--- config.mk ---
export PLATFORM = sky130hd
export DESIGN_NAME = fsg_frame_sync_gen
export DESIGN_NICKNAME = d
export VERILOG_FILES = /design/src/inc/fsg_pkg.sv /design/src/hw/fsg_edge_divider.sv /design/src/hw/fsg_frame_sync_gen.sv
export SDC_FILE = /design/constraint.sdc
export NUM_CORES = 1
export LEC_CHECK = 0
export BUFFER_PORTS_ARGS = -buffer_cell sky130_fd_sc_hd__buf_2
export CAP_MARGIN = 20
export CORE_ASPECT_RATIO = 1.75
export CORE_UTILIZATION = 50
export CTS_CLUSTER_SIZE = 16
export DETAILED_ROUTE_END_ITERATION = 8
export HOLD_SLACK_MARGIN = 0.15
export PLACE_DENSITY = 0.75
export SLEW_MARGIN = 25
export SYNTH_ARGS = -nofsm -noshare
export SYNTH_HDL_FRONTEND = slang
export SYNTH_HIERARCHICAL = 1
export SYNTH_SLANG_ARGS = --single-unit
--- constraint.sdc ---
create_clock -name core_clk_in -period 2.16 [get_ports core_clk_in]
set_input_delay 0.54 -clock core_clk_in [delete_from_list [all_inputs] [get_ports core_clk_in]]
set_output_delay 0.54 -clock core_clk_in [all_outputs]
set_load 0.01 [all_outputs]
--- src/inc/fsg_pkg.sv ---
// Behaviour
// - Frame sync drives only when enabled
// - Multiframe sync drives only when enabled
// - Disabled sync output held low
// - Frame clock mode: 8kHz, equal halves
// - Frame pulse mode: one third-clock period low
// - Frame invert flips clock or pulse
// - Multiframe clock mode: 2kHz, equal halves
// - Multiframe pulse mode: one third-clock period low
// - Multiframe invert flips clock or pulse
// - Direct-locked, no build-out: ref-rate output aligned
// - Faster outputs fall with ref-rate output
package fsg_pkg;
    // Register byte offsets
    localparam logic [3:0] FSG_OFS_OUT_CFG  = 4'h0;
    localparam logic [3:0] FSG_OFS_SYNC_CFG = 4'h4;
    localparam logic [3:0] FSG_OFS_PBO_CFG  = 4'h8;
    localparam logic [3:0] FSG_OFS_STATUS   = 4'hC;
    // Field positions
    localparam int FSG_BIT_FRAME_EN     = 0;
    localparam int FSG_BIT_MF_EN        = 1;
    localparam int FSG_BIT_FRAME_PULSE  = 0;
    localparam int FSG_BIT_FRAME_INV    = 1;
    localparam int FSG_BIT_MF_PULSE     = 2;
    localparam int FSG_BIT_MF_INV       = 3;
    localparam int FSG_BIT_MAIN_PBO     = 0;
    localparam int FSG_BIT_SEC_PBO      = 1;
    // Reset values
    localparam logic [1:0] FSG_RST_OUT_CFG  = 2'h0;
    localparam logic [3:0] FSG_RST_SYNC_CFG = 4'h0;
    localparam logic [1:0] FSG_RST_PBO_CFG  = 2'h3;
    // Timing
    localparam int FSG_CLK_PERIOD_NS   = 25;
    localparam int FSG_FRAME_PERIOD_NS = 125000;
    localparam int FSG_MF_PERIOD_NS    = 500000;
    localparam int FSG_FRAME_CYCLES    = FSG_FRAME_PERIOD_NS / FSG_CLK_PERIOD_NS;
    localparam int FSG_FRAMES_PER_MF   = FSG_MF_PERIOD_NS / FSG_FRAME_PERIOD_NS;
    localparam int FSG_REF_HALF_CYCLES = 4;
    localparam int FSG_FAST_DIV        = 2;
endpackage

--- src/hw/fsg_edge_divider.sv ---
`timescale 1ns/1ps
// Derives a reference-rate clock and a faster clock from one DPLL path
module fsg_edge_divider #(
    parameter int REF_HALF = fsg_pkg::FSG_REF_HALF_CYCLES,
    parameter int FAST_DIV = fsg_pkg::FSG_FAST_DIV
) (
    input  wire logic core_clk_in,
    input  wire logic rst_n_in,
    input  wire logic ref_level_in,
    input  wire logic align_in,
    output logic      ref_rate_clk_out,
    output logic      fast_clk_out
);
    localparam int FAST_HALF = REF_HALF / FAST_DIV;

    typedef struct packed {
        logic       ref_prev;
        logic [7:0] ref_cnt;
        logic [7:0] fast_cnt;
        logic       ref_clk;
        logic       fast_clk;
    } fsg_div_state_t;

    fsg_div_state_t s_q;
    fsg_div_state_t s_d;

    // Free-run dividers, pulled onto the reference edges when aligned
    always_comb begin
        s_d          = s_q;
        s_d.ref_prev = ref_level_in;
        if (s_q.ref_cnt == 8'(REF_HALF - 1)) begin
            s_d.ref_cnt = 8'h00;
            s_d.ref_clk = ~s_q.ref_clk;
        end else begin
            s_d.ref_cnt = s_q.ref_cnt + 8'h01;
        end
        if (s_q.fast_cnt == 8'(FAST_HALF - 1)) begin
            s_d.fast_cnt = 8'h00;
            s_d.fast_clk = ~s_q.fast_clk;
        end else begin
            s_d.fast_cnt = s_q.fast_cnt + 8'h01;
        end
        if (align_in) begin
            s_d.ref_clk = ref_level_in;
            if (s_q.ref_prev && !ref_level_in) begin
                // Falling edges line up; counters restart from here
                s_d.ref_cnt  = 8'h00;
                s_d.fast_cnt = 8'h00;
                s_d.fast_clk = 1'b0;
            end
        end
    end

    always_ff @(posedge core_clk_in) begin
        if (!rst_n_in) begin
            s_q <= '0;
        end else begin
            s_q <= s_d;
        end
    end

    assign ref_rate_clk_out = s_q.ref_clk;
    assign fast_clk_out     = s_q.fast_clk;
endmodule // fsg_edge_divider

--- src/hw/fsg_frame_sync_gen.sv ---
`timescale 1ns/1ps
// Frame and multiframe sync generator with derived-clock alignment
module fsg_frame_sync_gen #(
    parameter int FRAME_CYCLES = fsg_pkg::FSG_FRAME_CYCLES,
    parameter int REF_HALF     = fsg_pkg::FSG_REF_HALF_CYCLES
) (
    input  wire logic        core_clk_in,
    input  wire logic        rst_n_in,
    // Wishbone classic slave
    input  wire logic        wb_cyc_in,
    input  wire logic        wb_stb_in,
    input  wire logic        wb_we_in,
    input  wire logic [3:0]  wb_adr_in,
    input  wire logic [3:0]  wb_sel_in,
    input  wire logic [31:0] wb_dat_in,
    output logic [31:0]      wb_dat_out,
    output logic             wb_ack_out,
    // Third output clock, arrives as a pin
    input  wire logic        third_output_clock_in,
    // Selected references of the two DPLL paths, pins
    input  wire logic        main_ref_clk_in,
    input  wire logic        sec_ref_clk_in,
    // Direct-lock status from the DPLLs, same clock
    input  wire logic        main_dpll_path_locked_in,
    input  wire logic        secondary_dpll_path_locked_in,
    // Sync outputs
    output logic             frame_sync_out,
    output logic             multiframe_sync_out,
    // Derived output clocks
    output logic             main_ref_rate_clk_out,
    output logic             main_fast_clk_out,
    output logic             sec_ref_rate_clk_out,
    output logic             sec_fast_clk_out
);
    localparam int FRAME_HALF = FRAME_CYCLES / 2;
    localparam int MF_HALF    = fsg_pkg::FSG_FRAMES_PER_MF / 2;

    typedef struct packed {
        // Synchronisers
        logic        third_s1;
        logic        third_s2;
        logic        third_s3;
        logic        main_s1;
        logic        main_s2;
        logic        sec_s1;
        logic        sec_s2;
        // Software controls
        logic        frame_out_enable;
        logic        multiframe_out_enable;
        logic        frame_pulse_select;
        logic        frame_invert;
        logic        multiframe_pulse_select;
        logic        multiframe_invert;
        logic        main_pbo_en;
        logic        sec_pbo_en;
        // Timing chain
        logic [15:0] base_cnt;
        logic [1:0]  frame_idx;
        logic        frame_arm;
        logic        frame_pulse;
        logic        mf_arm;
        logic        mf_pulse;
        // Outputs
        logic        frame_sync;
        logic        mf_sync;
        logic        ack;
        logic [31:0] rdata;
    } fsg_state_t;

    fsg_state_t s_q;
    fsg_state_t s_d;

    logic main_align;
    logic sec_align;

    // Shapes one sync output from its square, pulse and control bits
    function automatic logic fsg_shape(
        input logic en,
        input logic pulse_sel,
        input logic inv,
        input logic square,
        input logic pulse_active
    );
        logic raw;
        raw = pulse_sel ? ~pulse_active : square;
        return en ? (raw ^ inv) : 1'b0;
    endfunction

    // Alignment only when direct-locked with build-out off
    assign main_align = main_dpll_path_locked_in & ~s_q.main_pbo_en;
    assign sec_align  = secondary_dpll_path_locked_in & ~s_q.sec_pbo_en;

    always_comb begin
        logic        third_rise;
        logic        frame_wrap;
        logic        req;
        logic        frame_sq;
        logic        mf_sq;
        third_rise = 1'b0;
        frame_wrap = 1'b0;
        req        = 1'b0;
        frame_sq   = 1'b0;
        mf_sq      = 1'b0;
        s_d        = s_q;

        // Pin inputs pass two flops; the first is read by nothing else
        s_d.third_s1 = third_output_clock_in;
        s_d.third_s2 = s_q.third_s1;
        s_d.third_s3 = s_q.third_s2;
        s_d.main_s1  = main_ref_clk_in;
        s_d.main_s2  = s_q.main_s1;
        s_d.sec_s1   = sec_ref_clk_in;
        s_d.sec_s2   = s_q.sec_s1;
        third_rise   = s_q.third_s2 & ~s_q.third_s3;

        // One counter chain feeds both rates so frames nest in multiframes
        frame_wrap = (s_q.base_cnt == 16'(FRAME_CYCLES - 1));
        if (frame_wrap) begin
            s_d.base_cnt  = 16'h0000;
            s_d.frame_idx = s_q.frame_idx + 2'h1;
        end else begin
            s_d.base_cnt = s_q.base_cnt + 16'h0001;
        end

        // Square waves, high for the first half of each period
        frame_sq = (s_q.base_cnt < 16'(FRAME_HALF));
        mf_sq    = (s_q.frame_idx < 2'(MF_HALF));

        // Pulses start at the third-clock edge after the boundary and end
        // at the next one; a slow third clock stretches them
        if (third_rise && s_q.frame_pulse) begin
            s_d.frame_pulse = 1'b0;
        end
        if (third_rise && s_q.mf_pulse) begin
            s_d.mf_pulse = 1'b0;
        end
        if (third_rise && s_q.frame_arm) begin
            s_d.frame_arm   = 1'b0;
            s_d.frame_pulse = 1'b1;
        end
        if (third_rise && s_q.mf_arm) begin
            s_d.mf_arm   = 1'b0;
            s_d.mf_pulse = 1'b1;
        end
        if (frame_wrap) begin
            s_d.frame_arm = 1'b1;
            if (s_q.frame_idx == 2'h3) begin
                s_d.mf_arm = 1'b1;
            end
        end

        // Output shaping, registered so the pins never glitch
        s_d.frame_sync = fsg_shape(s_q.frame_out_enable,
                                   s_q.frame_pulse_select,
                                   s_q.frame_invert,
                                   frame_sq,
                                   s_q.frame_pulse);
        s_d.mf_sync = fsg_shape(s_q.multiframe_out_enable,
                                s_q.multiframe_pulse_select,
                                s_q.multiframe_invert,
                                mf_sq,
                                s_q.mf_pulse);

        // Wishbone: answer one cycle after the request, drop next cycle
        req    = wb_cyc_in & wb_stb_in & ~s_q.ack;
        s_d.ack = req;
        if (req && wb_we_in && wb_sel_in[0]) begin
            unique case (wb_adr_in)
                fsg_pkg::FSG_OFS_OUT_CFG: begin
                    s_d.frame_out_enable =
                        wb_dat_in[fsg_pkg::FSG_BIT_FRAME_EN];
                    s_d.multiframe_out_enable =
                        wb_dat_in[fsg_pkg::FSG_BIT_MF_EN];
                end
                fsg_pkg::FSG_OFS_SYNC_CFG: begin
                    s_d.frame_pulse_select =
                        wb_dat_in[fsg_pkg::FSG_BIT_FRAME_PULSE];
                    s_d.frame_invert =
                        wb_dat_in[fsg_pkg::FSG_BIT_FRAME_INV];
                    s_d.multiframe_pulse_select =
                        wb_dat_in[fsg_pkg::FSG_BIT_MF_PULSE];
                    s_d.multiframe_invert =
                        wb_dat_in[fsg_pkg::FSG_BIT_MF_INV];
                end
                fsg_pkg::FSG_OFS_PBO_CFG: begin
                    s_d.main_pbo_en = wb_dat_in[fsg_pkg::FSG_BIT_MAIN_PBO];
                    s_d.sec_pbo_en  = wb_dat_in[fsg_pkg::FSG_BIT_SEC_PBO];
                end
                default: begin
                end
            endcase
        end

        // Read data; unmapped offsets answer with zero
        s_d.rdata = 32'h0000_0000;
        if (req && !wb_we_in) begin
            unique case (wb_adr_in)
                fsg_pkg::FSG_OFS_OUT_CFG: begin
                    s_d.rdata[1:0] = {s_q.multiframe_out_enable,
                                      s_q.frame_out_enable};
                end
                fsg_pkg::FSG_OFS_SYNC_CFG: begin
                    s_d.rdata[3:0] = {s_q.multiframe_invert,
                                      s_q.multiframe_pulse_select,
                                      s_q.frame_invert,
                                      s_q.frame_pulse_select};
                end
                fsg_pkg::FSG_OFS_PBO_CFG: begin
                    s_d.rdata[1:0] = {s_q.sec_pbo_en, s_q.main_pbo_en};
                end
                fsg_pkg::FSG_OFS_STATUS: begin
                    s_d.rdata[7:0] = {s_q.frame_pulse,
                                      s_q.mf_pulse,
                                      s_q.frame_idx,
                                      sec_align,
                                      main_align,
                                      s_q.mf_sync,
                                      s_q.frame_sync};
                end
                default: begin
                end
            endcase
        end
    end

    // Single state register
    always_ff @(posedge core_clk_in) begin
        if (!rst_n_in) begin
            s_q <= '0;
            s_q.frame_out_enable      <= fsg_pkg::FSG_RST_OUT_CFG[0];
            s_q.multiframe_out_enable <= fsg_pkg::FSG_RST_OUT_CFG[1];
            s_q.frame_pulse_select    <= fsg_pkg::FSG_RST_SYNC_CFG[0];
            s_q.frame_invert          <= fsg_pkg::FSG_RST_SYNC_CFG[1];
            s_q.multiframe_pulse_select <= fsg_pkg::FSG_RST_SYNC_CFG[2];
            s_q.multiframe_invert     <= fsg_pkg::FSG_RST_SYNC_CFG[3];
            s_q.main_pbo_en           <= fsg_pkg::FSG_RST_PBO_CFG[0];
            s_q.sec_pbo_en            <= fsg_pkg::FSG_RST_PBO_CFG[1];
        end else begin
            s_q <= s_d;
        end
    end

    // Main path derived clocks
    fsg_edge_divider #(
        .REF_HALF (REF_HALF),
        .FAST_DIV (fsg_pkg::FSG_FAST_DIV)
    ) u_main_div (
        .core_clk_in      (core_clk_in),
        .rst_n_in         (rst_n_in),
        .ref_level_in     (s_q.main_s2),
        .align_in         (main_align),
        .ref_rate_clk_out (main_ref_rate_clk_out),
        .fast_clk_out     (main_fast_clk_out)
    );

    // Secondary path behaves the same way
    fsg_edge_divider #(
        .REF_HALF (REF_HALF),
        .FAST_DIV (fsg_pkg::FSG_FAST_DIV)
    ) u_sec_div (
        .core_clk_in      (core_clk_in),
        .rst_n_in         (rst_n_in),
        .ref_level_in     (s_q.sec_s2),
        .align_in         (sec_align),
        .ref_rate_clk_out (sec_ref_rate_clk_out),
        .fast_clk_out     (sec_fast_clk_out)
    );

    assign frame_sync_out      = s_q.frame_sync;
    assign multiframe_sync_out = s_q.mf_sync;
    assign wb_ack_out          = s_q.ack;
    assign wb_dat_out          = s_q.rdata;
endmodule // fsg_frame_sync_gen

==> report_table.html, run 1 <==
<table>
<tr><th>Metric</th><th>Value</th></tr>
<tr><th colspan="2">GRT</th></tr>
<tr><td>Largest net degree at the start of global routing</td><td>25</td></tr>
<tr><td>Number of global-route vias before repair</td><td>2,685</td></tr>
<tr><td>Remaining global-route overflow</td><td>0</td></tr>
<tr><td>GRT Util Overall</td><td>19.4%</td></tr>
<tr><td>First-pass GRT wire length</td><td>between 10,000 and 15,000 um</td></tr>
<tr><td>Number of antenna violations at the first check in global routing</td><td>0</td></tr>
<tr><th colspan="2">Yosys</th></tr>
<tr><td>Synthesized area divided by synthesized cell count</td><td>9.13 um^2</td></tr>
<tr><td>Flop and latch count out of synthesis</td><td>86</td></tr>
<tr><td>Area share of the leading cell type in the synthesized netlist</td><td>between 40% and 50%</td></tr>
<tr><td>Most common cell in the netlist</td><td>sky130_fd_sc_hd__dfxtp_1</td></tr>
<tr><td>Share of synthesized registers carrying an async set or reset</td><td>0%</td></tr>
<tr><td>Seq/Total Area, Yosys</td><td>45.5%</td></tr>
<tr><td>Leading register cell type out of synthesis</td><td>sky130_fd_sc_hd__dfxtp_1</td></tr>
<tr><td>Top cells by instance count after synthesis</td><td>sky130_fd_sc_hd__dfxtp_1 (86), sky130_fd_sc_hd__nor2_1 (44), sky130_fd_sc_hd__buf_4 (32)</td></tr>
<tr><td>Number of warnings printed during yosys synthesis</td><td>6</td></tr>
<tr><td>Distinct cell type count after synthesis</td><td>47</td></tr>
<tr><td>Ranking of synthesized cells by area</td><td>sky130_fd_sc_hd__dfxtp_1 (46%), sky130_fd_sc_hd__buf_4 (6.4%), sky130_fd_sc_hd__nor2_1 (4.4%)</td></tr>
<tr><td>Largest area contributor in the netlist</td><td>sky130_fd_sc_hd__dfxtp_1</td></tr>
<tr><td>Post-Syn Instances</td><td>~410</td></tr>
<tr><td>Netlist area before placement</td><td>~3800 um^2</td></tr>
<tr><td>Number of synthesized flops with an enable pin</td><td>0</td></tr>
<tr><th colspan="2">Clock tree</th></tr>
<tr><td>Deepest clock path buffer count</td><td>2</td></tr>
<tr><td>Buffer type at the clock tree root</td><td>sky130_fd_sc_hd__clkbuf_16</td></tr>
<tr><td>CTS Buf Count</td><td>9</td></tr>
<tr><td>Number of buffers inserted to repair setup after CTS</td><td>0</td></tr>
<tr><td>Clock transition time at the flip-flop clock pins of the worst setup and hold paths</td><td>0.06 ns</td></tr>
<tr><td>H-tree depth reported by CTS</td><td>3</td></tr>
<tr><td>Worst-Skew Late Latency</td><td>0.34 ns</td></tr>
<tr><td># clock sinks</td><td>86</td></tr>
<tr><td>CTS tree</td><td>built</td></tr>
<tr><td>Resized Gates After CTS</td><td>0</td></tr>
<tr><td># hold bufs at CTS</td><td>0</td></tr>
<tr><th colspan="2">Power and ir drop</th></tr>
<tr><td>Pleak</td><td>between 1.5 and 2 nW</td></tr>
<tr><td>Power per cell area</td><td>approximately 800 nW/um^2</td></tr>
<tr><td>Peak VDD IR</td><td>a little under 0.5 mV</td></tr>
<tr><th colspan="2">Die</th></tr>
<tr><td>Die area</td><td>7930 um^2</td></tr>
<tr><td>Starting density of the core</td><td>approximately half</td></tr>
<tr><td>Core region area</td><td>~7300 um^2</td></tr>
<tr><td>Vertical die dimension</td><td>approximately 120 um</td></tr>
<tr><td>Die extent in x</td><td>between 60 and 70 um</td></tr>
<tr><td>FP Rows</td><td>a little over 40</td></tr>
<tr><td>I/O pin cnt</td><td>89</td></tr>
<tr><th colspan="2">Setup path</th></tr>
<tr><td>Crit Reg-Reg Endpoint</td><td>u_sec_div/s_q[6]</td></tr>
<tr><td>CP Class</td><td>reg2reg</td></tr>
<tr><td>Reg2Reg Depth</td><td>4</td></tr>
<tr><td>Critical Path Source Type</td><td>flip-flop</td></tr>
<tr><td>Worst Path Required</td><td>roughly 2.4 ns</td></tr>
<tr><td>Setup slack of the most critical reg-to-reg path</td><td>approximately 0.42 ns</td></tr>
<tr><td>Sort of element at the end of the critical path</td><td>flip-flop</td></tr>
<tr><td>Crit path from</td><td>u_sec_div/s_q[2]</td></tr>
<tr><td>Arrival @ worst endpoint</td><td>roughly 2.0 ns</td></tr>
<tr><td>Critical Path Fanout Max</td><td>7</td></tr>
<tr><td>RR Startpoint</td><td>u_sec_div/s_q[2]</td></tr>
<tr><td>Capture point of the worst path</td><td>u_sec_div/s_q[6]</td></tr>
<tr><th colspan="2">Placed design</th></tr>
<tr><td>Detailed-placement wirelength estimate</td><td>a little over 5000 um</td></tr>
<tr><td>IO Port Bufs</td><td>33</td></tr>
<tr><td>Gpl congestion</td><td>0.876</td></tr>
<tr><th colspan="2">Layout</th></tr>
<tr><td>Fill cells</td><td>approximately 650</td></tr>
<tr><td>Ant. Diodes</td><td>0</td></tr>
<tr><td>Footprint of the multi-input gates</td><td>about 1800 um^2</td></tr>
<tr><td>Layout overhead on the synthesized area</td><td>9.43%</td></tr>
<tr><td>Net total in the final layout</td><td>500</td></tr>
<tr><td>Fraction of final layout cells with drive strength greater than 1</td><td>between 10 and 15%</td></tr>
<tr><td>Storage element area</td><td>1720 um^2</td></tr>
<tr><th colspan="2">Timing</th></tr>
<tr><td>Final Setup Violations</td><td>0</td></tr>
<tr><td>Final Max Tran Viols</td><td>0</td></tr>
<tr><td>Slew HR</td><td>61.5%</td></tr>
<tr><td>RSZ-0062 raised after global routing</td><td>false</td></tr>
<tr><td>Transition time at the pin with the least slew margin</td><td>between 0.5 and 0.6 ns</td></tr>
<tr><td>Post-route minimum period</td><td>1.74 ns</td></tr>
<tr><td>Fin Hold WS</td><td>about 0.40 ns</td></tr>
<tr><td>Fmax</td><td>around 570 MHz</td></tr>
<tr><td>Final hold violation count</td><td>0</td></tr>
<tr><td>Maximum clock skew at final layout</td><td>~0.0048 ns</td></tr>
<tr><td>Setup TNS</td><td>0 ns</td></tr>
<tr><td>Post-route clock period utilization</td><td>between 80% and 90%</td></tr>
<tr><th colspan="2">Route</th></tr>
<tr><td>Number of routed nets with antenna violations</td><td>0</td></tr>
<tr><td>Number of search-and-repair iterations in the first detailed-routing pass</td><td>4</td></tr>
<tr><td>Total length of routed wires</td><td>between 6000 and 7000 um</td></tr>
<tr><td>Number of DRC violations after detailed-routing iteration 0</td><td>~130</td></tr>
<tr><td>Drt via density</td><td>5.24</td></tr>
<tr><td>Routed wire per std cell</td><td>between 10 and 15 um</td></tr>
<tr><td>Via total after detailed routing</td><td>roughly 2,800</td></tr>
<tr><td>Count of unresolved DRC violations after routing</td><td>0</td></tr>
<tr><th colspan="2">Hold path</th></tr>
<tr><td>Min-delay worst type</td><td>in2reg</td></tr>
<tr><th colspan="2">Flow run</th></tr>
<tr><td>Max capacitance violation total</td><td>0</td></tr>
<tr><th colspan="2">Outcome</th></tr>
<tr><td>Status</td><td>complete, no violations</td></tr>
</table>
==> placed cells by master (no fill, tap or decap), types with 3 or more instances in the layout <==
cell,count
sky130_fd_sc_hd__nor2b_1,6
sky130_fd_sc_hd__conb_1,24
sky130_fd_sc_hd__and2_1,13
sky130_fd_sc_hd__nand3_1,25
sky130_fd_sc_hd__nor4_1,8
sky130_fd_sc_hd__xnor2_1,18
sky130_fd_sc_hd__nor2_1,44
sky130_fd_sc_hd__ha_1,8
sky130_fd_sc_hd__and3_1,3
sky130_fd_sc_hd__o21ai_0,23
sky130_fd_sc_hd__nand2_1,27
sky130_fd_sc_hd__o211ai_1,4
sky130_fd_sc_hd__or3_1,18
sky130_fd_sc_hd__mux2i_1,6
sky130_fd_sc_hd__buf_2,33
sky130_fd_sc_hd__xor2_1,10
sky130_fd_sc_hd__buf_4,3
sky130_fd_sc_hd__a21oi_1,14
sky130_fd_sc_hd__inv_1,13
sky130_fd_sc_hd__dfxtp_1,86
sky130_fd_sc_hd__nor3_1,7
sky130_fd_sc_hd__nand4_1,6
sky130_fd_sc_hd__clkbuf_16,9
==> per-layer routing <==
layer	global-route usage, %	up-vias	part of all wire (%)
met5	0	-	0
met4	10.2	0	2.5
met3	4.75	12	3.1
met2	36.2	42	55
met1	18.8	1309	39
li1	-	1431	-
==> sequential cells by signal, indices dropped and copies added, names as in the netlist <==
name,flops
u_main_div/fast_clk_out,1
s_d,4
u_main_div/s_q,17
wb_dat_out,8
multiframe_sync_out,1
wb_ack_out,1
frame_sync_out,1
u_sec_div/ref_rate_clk_out,1
s_q,33
u_main_div/ref_rate_clk_out,1
u_sec_div/fast_clk_out,1
u_sec_div/s_q,17
==> per-stage QoR <==
step / instances / utilization [%] / worst slack [ns] / total power [mW] / instance area [um^2]
after floorplan: 437 / - / 0.554 / 1.89 / 3870
after global placement: 517 / 53.0 / 0.336 / 1.91 / 3860
after detailed placement: 517 / 53.0 / 0.271 / 1.92 / 3860
after CTS: 533 / 56.8 / 0.388 / 3.33 / 4140
after global routing: 533 / 56.8 / 0.277 / 3.44 / 4140
final: 533 / 56.8 / 0.417 / 3.29 / 4140
==> cell type report <==
class	instances	share of cell area [%]
Tap cell	86	2.60
Clock buffer	11	5.87
Inverter	13	1.18
Sequential cell	86	41.6
Clock inverter	5	0.847
Multi-Input combinational cell	296	43.3
Timing Repair Buffer	36	4.54
==> how the worst min path moves through the flow <==
| stage | startpoint | end | slack (ns) | depth (start not counted) |
|---|---|---|---|---|
| global route | third_output_clock_in | s_d[70] | 0.41 | 2 |
| CTS | sec_ref_clk_in | s_d[65] | 0.40 | 2 |
| detailed placement | s_d[65] | s_q[65] | 0.42 | 1 |
| global placement | s_d[70] | s_d[69] | 0.42 | 1 |
| floorplan | s_d[70] | s_d[69] | 0.41 | 1 |
| finish | third_output_clock_in | s_d[70] | 0.40 | 2 |
==> worst max-delay path, stage by stage, from the launching register on <==
cell	delay (ns)
sky130_fd_sc_hd__dfxtp_1	0.37
sky130_fd_sc_hd__ha_1	0.16
sky130_fd_sc_hd__or4b_4	0.46
sky130_fd_sc_hd__o211ai_1	0.51
sky130_fd_sc_hd__nor2_1	0.11
==> where the power goes <==
group,total [mW],internal [mW],leakage [nW],switching (mW)
clock network,1.41,0.809,0.135,0.599
registers,1.68,1.64,0.698,0.0420
logic,0.209,0.0905,0.764,0.118
total,3.29,2.53,1.60,0.759
==> kinds of logic after synthesis <==
kind of cell             count (synthesis)  share of synthesized area [%]
AND/OR/NAND/NOR                        179                           25.8
flip-flops                              86                           45.5
buffers and inverters                   55                           9.30
AO/OA/AOI/OAI                           48                           7.08
XOR/XNOR                                28                           6.49
multiplexers                             9                           3.08
adder cells (fa/ha/maj)                  8                           2.65
other                                    1                         0.0992
(Power assumes the default switching activity.)
==> run 2, diff against run 1 <==
Settings changed: ABC_AREA from default to 1, CORE_UTILIZATION 50 to 49, PLACE_DENSITY 0.75 to 0.76.
Clock period 2.16 ns to 1.5 ns, I/O delays scaled along.
==> run 2 against run 1 <==
Net effect: the flow now finishes with violations (design-rule violations); final area is 12% higher; routed wire length is 17% higher; synthesized cell count is 31% higher; global-route usage hardly changed; synthesized area is 8.8% higher; sequential share of layout area is 4.4 points lower; critical endpoint is now s_q[55]; first-iteration DRC count is 1.5% lower; largest cell class unchanged; total power is 69% higher.
==> report_table.html, run 2 <==
<table>
<tr><th>Metric</th><th>Value</th></tr>
<tr><th colspan="2">Layout</th></tr>
<tr><td>Biggest register</td><td>s_q (unchanged)</td></tr>
<tr><td>Most used cells in the layout excluding fill and tap cells</td><td>sky130_fd_sc_hd__nand2_1 (90), sky130_fd_sc_hd__dfxtp_1 (86), sky130_fd_sc_hd__nor2_1 (83), sky130_fd_sc_hd__inv_1 (78), sky130_fd_sc_hd__buf_2 (33) (was sky130_fd_sc_hd__dfxtp_1 (86), sky130_fd_sc_hd__nor2_1 (44), sky130_fd_sc_hd__buf_2 (33), sky130_fd_sc_hd__nand2_1 (27), sky130_fd_sc_hd__nand3_1 (25))</td></tr>
<tr><td>Ant. Diodes</td><td>0 (unchanged)</td></tr>
<tr><td>Most common library cell in the layout ignoring fill and taps</td><td>sky130_fd_sc_hd__nand2_1 (was sky130_fd_sc_hd__dfxtp_1)</td></tr>
<tr><td>Largest register FFs</td><td>33 (unchanged)</td></tr>
<tr><td>Fraction of final layout cells with drive strength greater than 1</td><td>19.5% (was 13.0%)</td></tr>
<tr><td>Layout overhead on the synthesized area</td><td>12.6% (was 9.43%)</td></tr>
<tr><td>Cell area after layout</td><td>4630 um^2 (was 4140 um^2)</td></tr>
<tr><td>Net total in the final layout</td><td>644 (was 500)</td></tr>
<tr><td>Top Registers</td><td>s_q x33, u_main_div/s_q x17, u_sec_div/s_q x17 (unchanged)</td></tr>
<tr><td>Post-Route Utilization</td><td>57.7% (was 56.8%)</td></tr>
<tr><td>Fill cells</td><td>723 (was 647)</td></tr>
<tr><td>Footprint of the multi-input gates</td><td>1920 um^2 (was 1790 um^2)</td></tr>
<tr><td>Storage element area</td><td>1720 um^2 (unchanged)</td></tr>
<tr><th colspan="2">Yosys</th></tr>
<tr><td>Netlist area before placement</td><td>4110 um^2 (was 3780 um^2)</td></tr>
<tr><td>Number of warnings printed during yosys synthesis</td><td>6 (unchanged)</td></tr>
<tr><td>Most common cell in the netlist</td><td>sky130_fd_sc_hd__nand2_1 (was sky130_fd_sc_hd__dfxtp_1)</td></tr>
<tr><td>Distinct cell type count after synthesis</td><td>34 (was 47)</td></tr>
<tr><td>Synthesized area divided by synthesized cell count</td><td>7.56 um^2 (was 9.13 um^2)</td></tr>
<tr><td>Flop and latch count out of synthesis</td><td>86 (unchanged)</td></tr>
<tr><td>Post-Syn Instances</td><td>544 (was 414)</td></tr>
<tr><td>Share of synthesized registers carrying an async set or reset</td><td>0% (unchanged)</td></tr>
<tr><td>Area share of the leading cell type in the synthesized netlist</td><td>41.9% (was 45.5%)</td></tr>
<tr><td>Leading register cell type out of synthesis</td><td>sky130_fd_sc_hd__dfxtp_1 (unchanged)</td></tr>
<tr><td>Ranking of synthesized cells by area</td><td>sky130_fd_sc_hd__dfxtp_1 (42%), sky130_fd_sc_hd__nand2_1 (8.2%), sky130_fd_sc_hd__nor2_1 (7.6%) (was sky130_fd_sc_hd__dfxtp_1 (46%), sky130_fd_sc_hd__buf_4 (6.4%), sky130_fd_sc_hd__nor2_1 (4.4%))</td></tr>
<tr><td>Seq/Total Area, Yosys</td><td>41.9% (was 45.5%)</td></tr>
<tr><td>Number of synthesized flops with an enable pin</td><td>0 (unchanged)</td></tr>
<tr><td>Top cells by instance count after synthesis</td><td>sky130_fd_sc_hd__nand2_1 (90), sky130_fd_sc_hd__dfxtp_1 (86), sky130_fd_sc_hd__nor2_1 (83) (was sky130_fd_sc_hd__dfxtp_1 (86), sky130_fd_sc_hd__nor2_1 (44), sky130_fd_sc_hd__buf_4 (32))</td></tr>
<tr><td>Largest area contributor in the netlist</td><td>sky130_fd_sc_hd__dfxtp_1 (unchanged)</td></tr>
<tr><th colspan="2">Route</th></tr>
<tr><td>Via total after detailed routing</td><td>3,379 (was 2,794)</td></tr>
<tr><td>Number of routed nets with antenna violations</td><td>0 (unchanged)</td></tr>
<tr><td>Count of unresolved DRC violations after routing</td><td>4 (was 0)</td></tr>
<tr><td>Routed wire per std cell</td><td>11.7 um (was 12.8 um)</td></tr>
<tr><td>Number of search-and-repair iterations in the first detailed-routing pass</td><td>6 (was 4)</td></tr>
<tr><td>Number of DRC violations after detailed-routing iteration 0</td><td>131 (was 133)</td></tr>
<tr><td>Total length of routed wires</td><td>7990 um (was 6840 um)</td></tr>
<tr><td>Drt via density</td><td>4.96 (was 5.24)</td></tr>
<tr><th colspan="2">GRT</th></tr>
<tr><td>GRT Util Overall</td><td>19.5% (was 19.4%)</td></tr>
<tr><td>Remaining global-route overflow</td><td>0 (unchanged)</td></tr>
<tr><td>Largest net degree at the start of global routing</td><td>19 (was 25)</td></tr>
<tr><td>First-pass GRT wire length</td><td>13,100 um (was 11,500 um)</td></tr>
<tr><td>Number of global-route vias before repair</td><td>3,190 (was 2,685)</td></tr>
<tr><td>Number of antenna violations at the first check in global routing</td><td>0 (unchanged)</td></tr>
<tr><th colspan="2">Placed design</th></tr>
<tr><td>Detailed-placement wirelength estimate</td><td>5850 um (was 5050 um)</td></tr>
<tr><td>Area of placed instances</td><td>4260 um^2 (was 3860 um^2)</td></tr>
<tr><td>IO Port Bufs</td><td>33 (unchanged)</td></tr>
<tr><td>Gpl congestion</td><td>0.948 (was 0.876)</td></tr>
<tr><th colspan="2">Power and ir drop</th></tr>
<tr><td>Peak VDD IR</td><td>0.599 mV (was 0.481 mV)</td></tr>
<tr><td>Power dissipated by switching net loads</td><td>1.41 mW (was 759 uW)</td></tr>
<tr><td>Logic pwr share</td><td>11.9% (was 6.3%)</td></tr>
<tr><td>Internal power</td><td>4.16 mW (was 2.53 mW)</td></tr>
<tr><td>Share of total power in sequential cells</td><td>46.6% (was 50.9%)</td></tr>
<tr><td>Pleak</td><td>2.08 nW (was 1.60 nW)</td></tr>
<tr><td>Power per cell area</td><td>1200 nW/um^2 (was 796 nW/um^2)</td></tr>
<tr><td>Part of the power in the clock network</td><td>41.5% (was 42.7%)</td></tr>
<tr><td>Switching part of the total power</td><td>25.3% (was 23.0%)</td></tr>
<tr><th colspan="2">Clock tree</th></tr>
<tr><td>Worst-Skew Late Latency</td><td>0.34 ns (about the same)</td></tr>
<tr><td>CTS Buf Count</td><td>9 (unchanged)</td></tr>
<tr><td>Deepest clock path buffer count</td><td>2 (unchanged)</td></tr>
<tr><td>Buffer type at the clock tree root</td><td>sky130_fd_sc_hd__clkbuf_16 (unchanged)</td></tr>
<tr><td>Clock transition time at the flip-flop clock pins of the worst setup and hold paths</td><td>0.06 ns (about the same)</td></tr>
<tr><td>H-tree depth reported by CTS</td><td>3 (unchanged)</td></tr>
<tr><td>CTS tree</td><td>built (unchanged)</td></tr>
<tr><td># clock sinks</td><td>86 (unchanged)</td></tr>
<tr><th colspan="2">Outcome</th></tr>
<tr><td>Violations in the final reports</td><td>design-rule violations</td></tr>
<tr><td>Status</td><td>finished, violations left (was complete, no violations)</td></tr>
<tr><th colspan="2">Timing</th></tr>
<tr><td>Fmax</td><td>716 MHz (was 574 MHz)</td></tr>
<tr><td>Final Setup Violations</td><td>0 (unchanged)</td></tr>
<tr><td>Fin Hold WS</td><td>0.224 ns (was 0.400 ns)</td></tr>
<tr><td>Setup TNS</td><td>0 ns (unchanged)</td></tr>
<tr><td>Final Max Tran Viols</td><td>0 (unchanged)</td></tr>
<tr><td>Final hold violation count</td><td>0 (unchanged)</td></tr>
<tr><td>Maximum clock skew at final layout</td><td>0.00615 ns (was 0.00479 ns)</td></tr>
<tr><td>Post-route clock period utilization</td><td>93.2% (was 80.7%)</td></tr>
<tr><td>Post-route minimum period</td><td>1.40 ns (was 1.74 ns)</td></tr>
<tr><th colspan="2">Setup path</th></tr>
<tr><td>Sort of element at the end of the critical path</td><td>flip-flop (unchanged)</td></tr>
<tr><td>CP Class</td><td>reg2reg (unchanged)</td></tr>
<tr><td>Worst Path Required</td><td>1.78 ns (was 2.36 ns)</td></tr>
<tr><td>Slowest-stage cell, CP</td><td>sky130_fd_sc_hd__dfxtp_1 (was sky130_fd_sc_hd__o211ai_1)</td></tr>
<tr><td>Crit path from</td><td>s_q[41] (was u_sec_div/s_q[2])</td></tr>
<tr><td>Critical Path Fanout Max</td><td>6 (was 7)</td></tr>
<tr><td>Critical Path Source Type</td><td>flip-flop (unchanged)</td></tr>
<tr><td>Critical path cell sequence</td><td>ha_2 &gt; nand3_2 &gt; nor2_4 &gt; buf_4 &gt; nand4_1 &gt; a21oi_1 (was ha_1 &gt; or4b_4 &gt; o211ai_1 &gt; nor2_1)</td></tr>
<tr><td>RR Startpoint</td><td>s_q[41] (was u_sec_div/s_q[2])</td></tr>
<tr><td>Arrival @ worst endpoint</td><td>1.68 ns (was 1.95 ns)</td></tr>
<tr><td>Delay of the slowest cell on the worst path</td><td>0.37 ns (was 0.51 ns)</td></tr>
<tr><th colspan="2">Die</th></tr>
<tr><td>Die extent in x</td><td>71.2 um (was 67.7 um)</td></tr>
<tr><td>Vertical die dimension</td><td>123 um (was 117 um)</td></tr>
<tr><td>Die area</td><td>8780 um^2 (was 7930 um^2)</td></tr>
<tr><td>FP Rows</td><td>43 (was 41)</td></tr>
<tr><td>Starting density of the core</td><td>51.3% (was 51.9%)</td></tr>
<tr><td>Core region area</td><td>8020 um^2 (was 7280 um^2)</td></tr>
<tr><td>I/O pin cnt</td><td>89 (unchanged)</td></tr>
<tr><th colspan="2">Flow run</th></tr>
<tr><td>Max capacitance violation total</td><td>0 (unchanged)</td></tr>
<tr><th colspan="2">Hold path</th></tr>
<tr><td>Min-delay worst type</td><td>in2reg (unchanged)</td></tr>
<tr><td>Worst hold start</td><td>third_output_clock_in (unchanged)</td></tr>
</table>
run 2: cell count changes after synthesis, moves of 10 or more:
cell | previous run | this run
sky130_fd_sc_hd__inv_1 | 13 | 78
sky130_fd_sc_hd__nand2_1 | 27 | 90
sky130_fd_sc_hd__nor2_1 | 44 | 83
sky130_fd_sc_hd__or3_1 | 18 | 0
sky130_fd_sc_hd__xnor2_1 | 18 | 0
sky130_fd_sc_hd__and2_1 | 13 | 2
sky130_fd_sc_hd__nand2_2 | 0 | 10
run 2: critical path: cells and delay by family (launching register included):
kind	cells	cell delay [ns]
and+or+nand+nor	3	0.42
AOI/OAI and AO/OA	1	0.16
buffers and inverters	1	0.14
adders and majority gates	1	0.24
DFF	1	0.37
run 2: power groups by stage:
stage          sequential (mW)  clock [mW]  combinational (mW)
6_report                  2.60        2.31               0.665
5_1_grt                   2.62        2.46               0.752
4_1_cts                   2.60        2.36               0.666
3_5_place_dp              2.65           0               0.662
3_3_place_gp              2.64           0               0.640
2_1_floorplan             2.63           0               0.541
run 2: worst paths after layout:
check / to / slack (ns) / depth (start not counted)
hold / removal: s_d[70] / 0.22 / 3
hold reg to reg: s_q[67] / 0.41 / 2
setup / recovery: s_q[55] / 0.10 / 6
setup reg to reg: s_q[55] / 0.10 / 6
run 2: logic make-up (layout without fill, tap and decap cells):
kind of cell / Yosys count / count (layout) / share of synthesized area [%]
flops: 86 / 86 / 41.9
compound gates: 51 / 51 / 7.49
buf+inv: 118 / 142 / 13.9
xor+xnor: 12 / 12 / 2.56
other cells: 1 / 24 / 0.0912
fa+ha+maj: 8 / 8 / 2.43
simple gates: 268 / 268 / 31.7
run 2: timing repair:
| item | CTS | global route |
|---|---|---|
| setup buffers | 0 | 4 |
| gates resized for setup | 0 | 3 |
| hold buffers | 0 | 0 |
| hold endpoints to repair | 0 | 0 |
| endpoints found under the setup margin | 0 | 15 |
run 2: area by class of cell:
type	count	area share, %
Inverter	83	6.73
Multi-Input combinational cell	363	41.5
Tap cell	90	2.43
Clock buffer	13	6.06
Sequential cell	86	37.2
Clock inverter	3	0.865
Timing Repair Buffer	43	5.19
run 2: through the flow:
step,cells,power [mW],setup WS [ns]
3_3_place_gp,661,3.28,0.108
4_1_cts,677,5.62,0.0464
5_1_grt,681,5.83,-0.00246
2_1_floorplan,567,3.17,0.198
3_5_place_dp,661,3.31,0.0600
6_report,681,5.57,0.102
run 2: routing by layer:
metal  up-vias  track usage, %  wire (um)
li1       1727               -          -
met1      1544            18.8       2950
met2        85            36.4       4350
met3        23            4.97        368
met4         0            11.8        323
met5         -               0          0
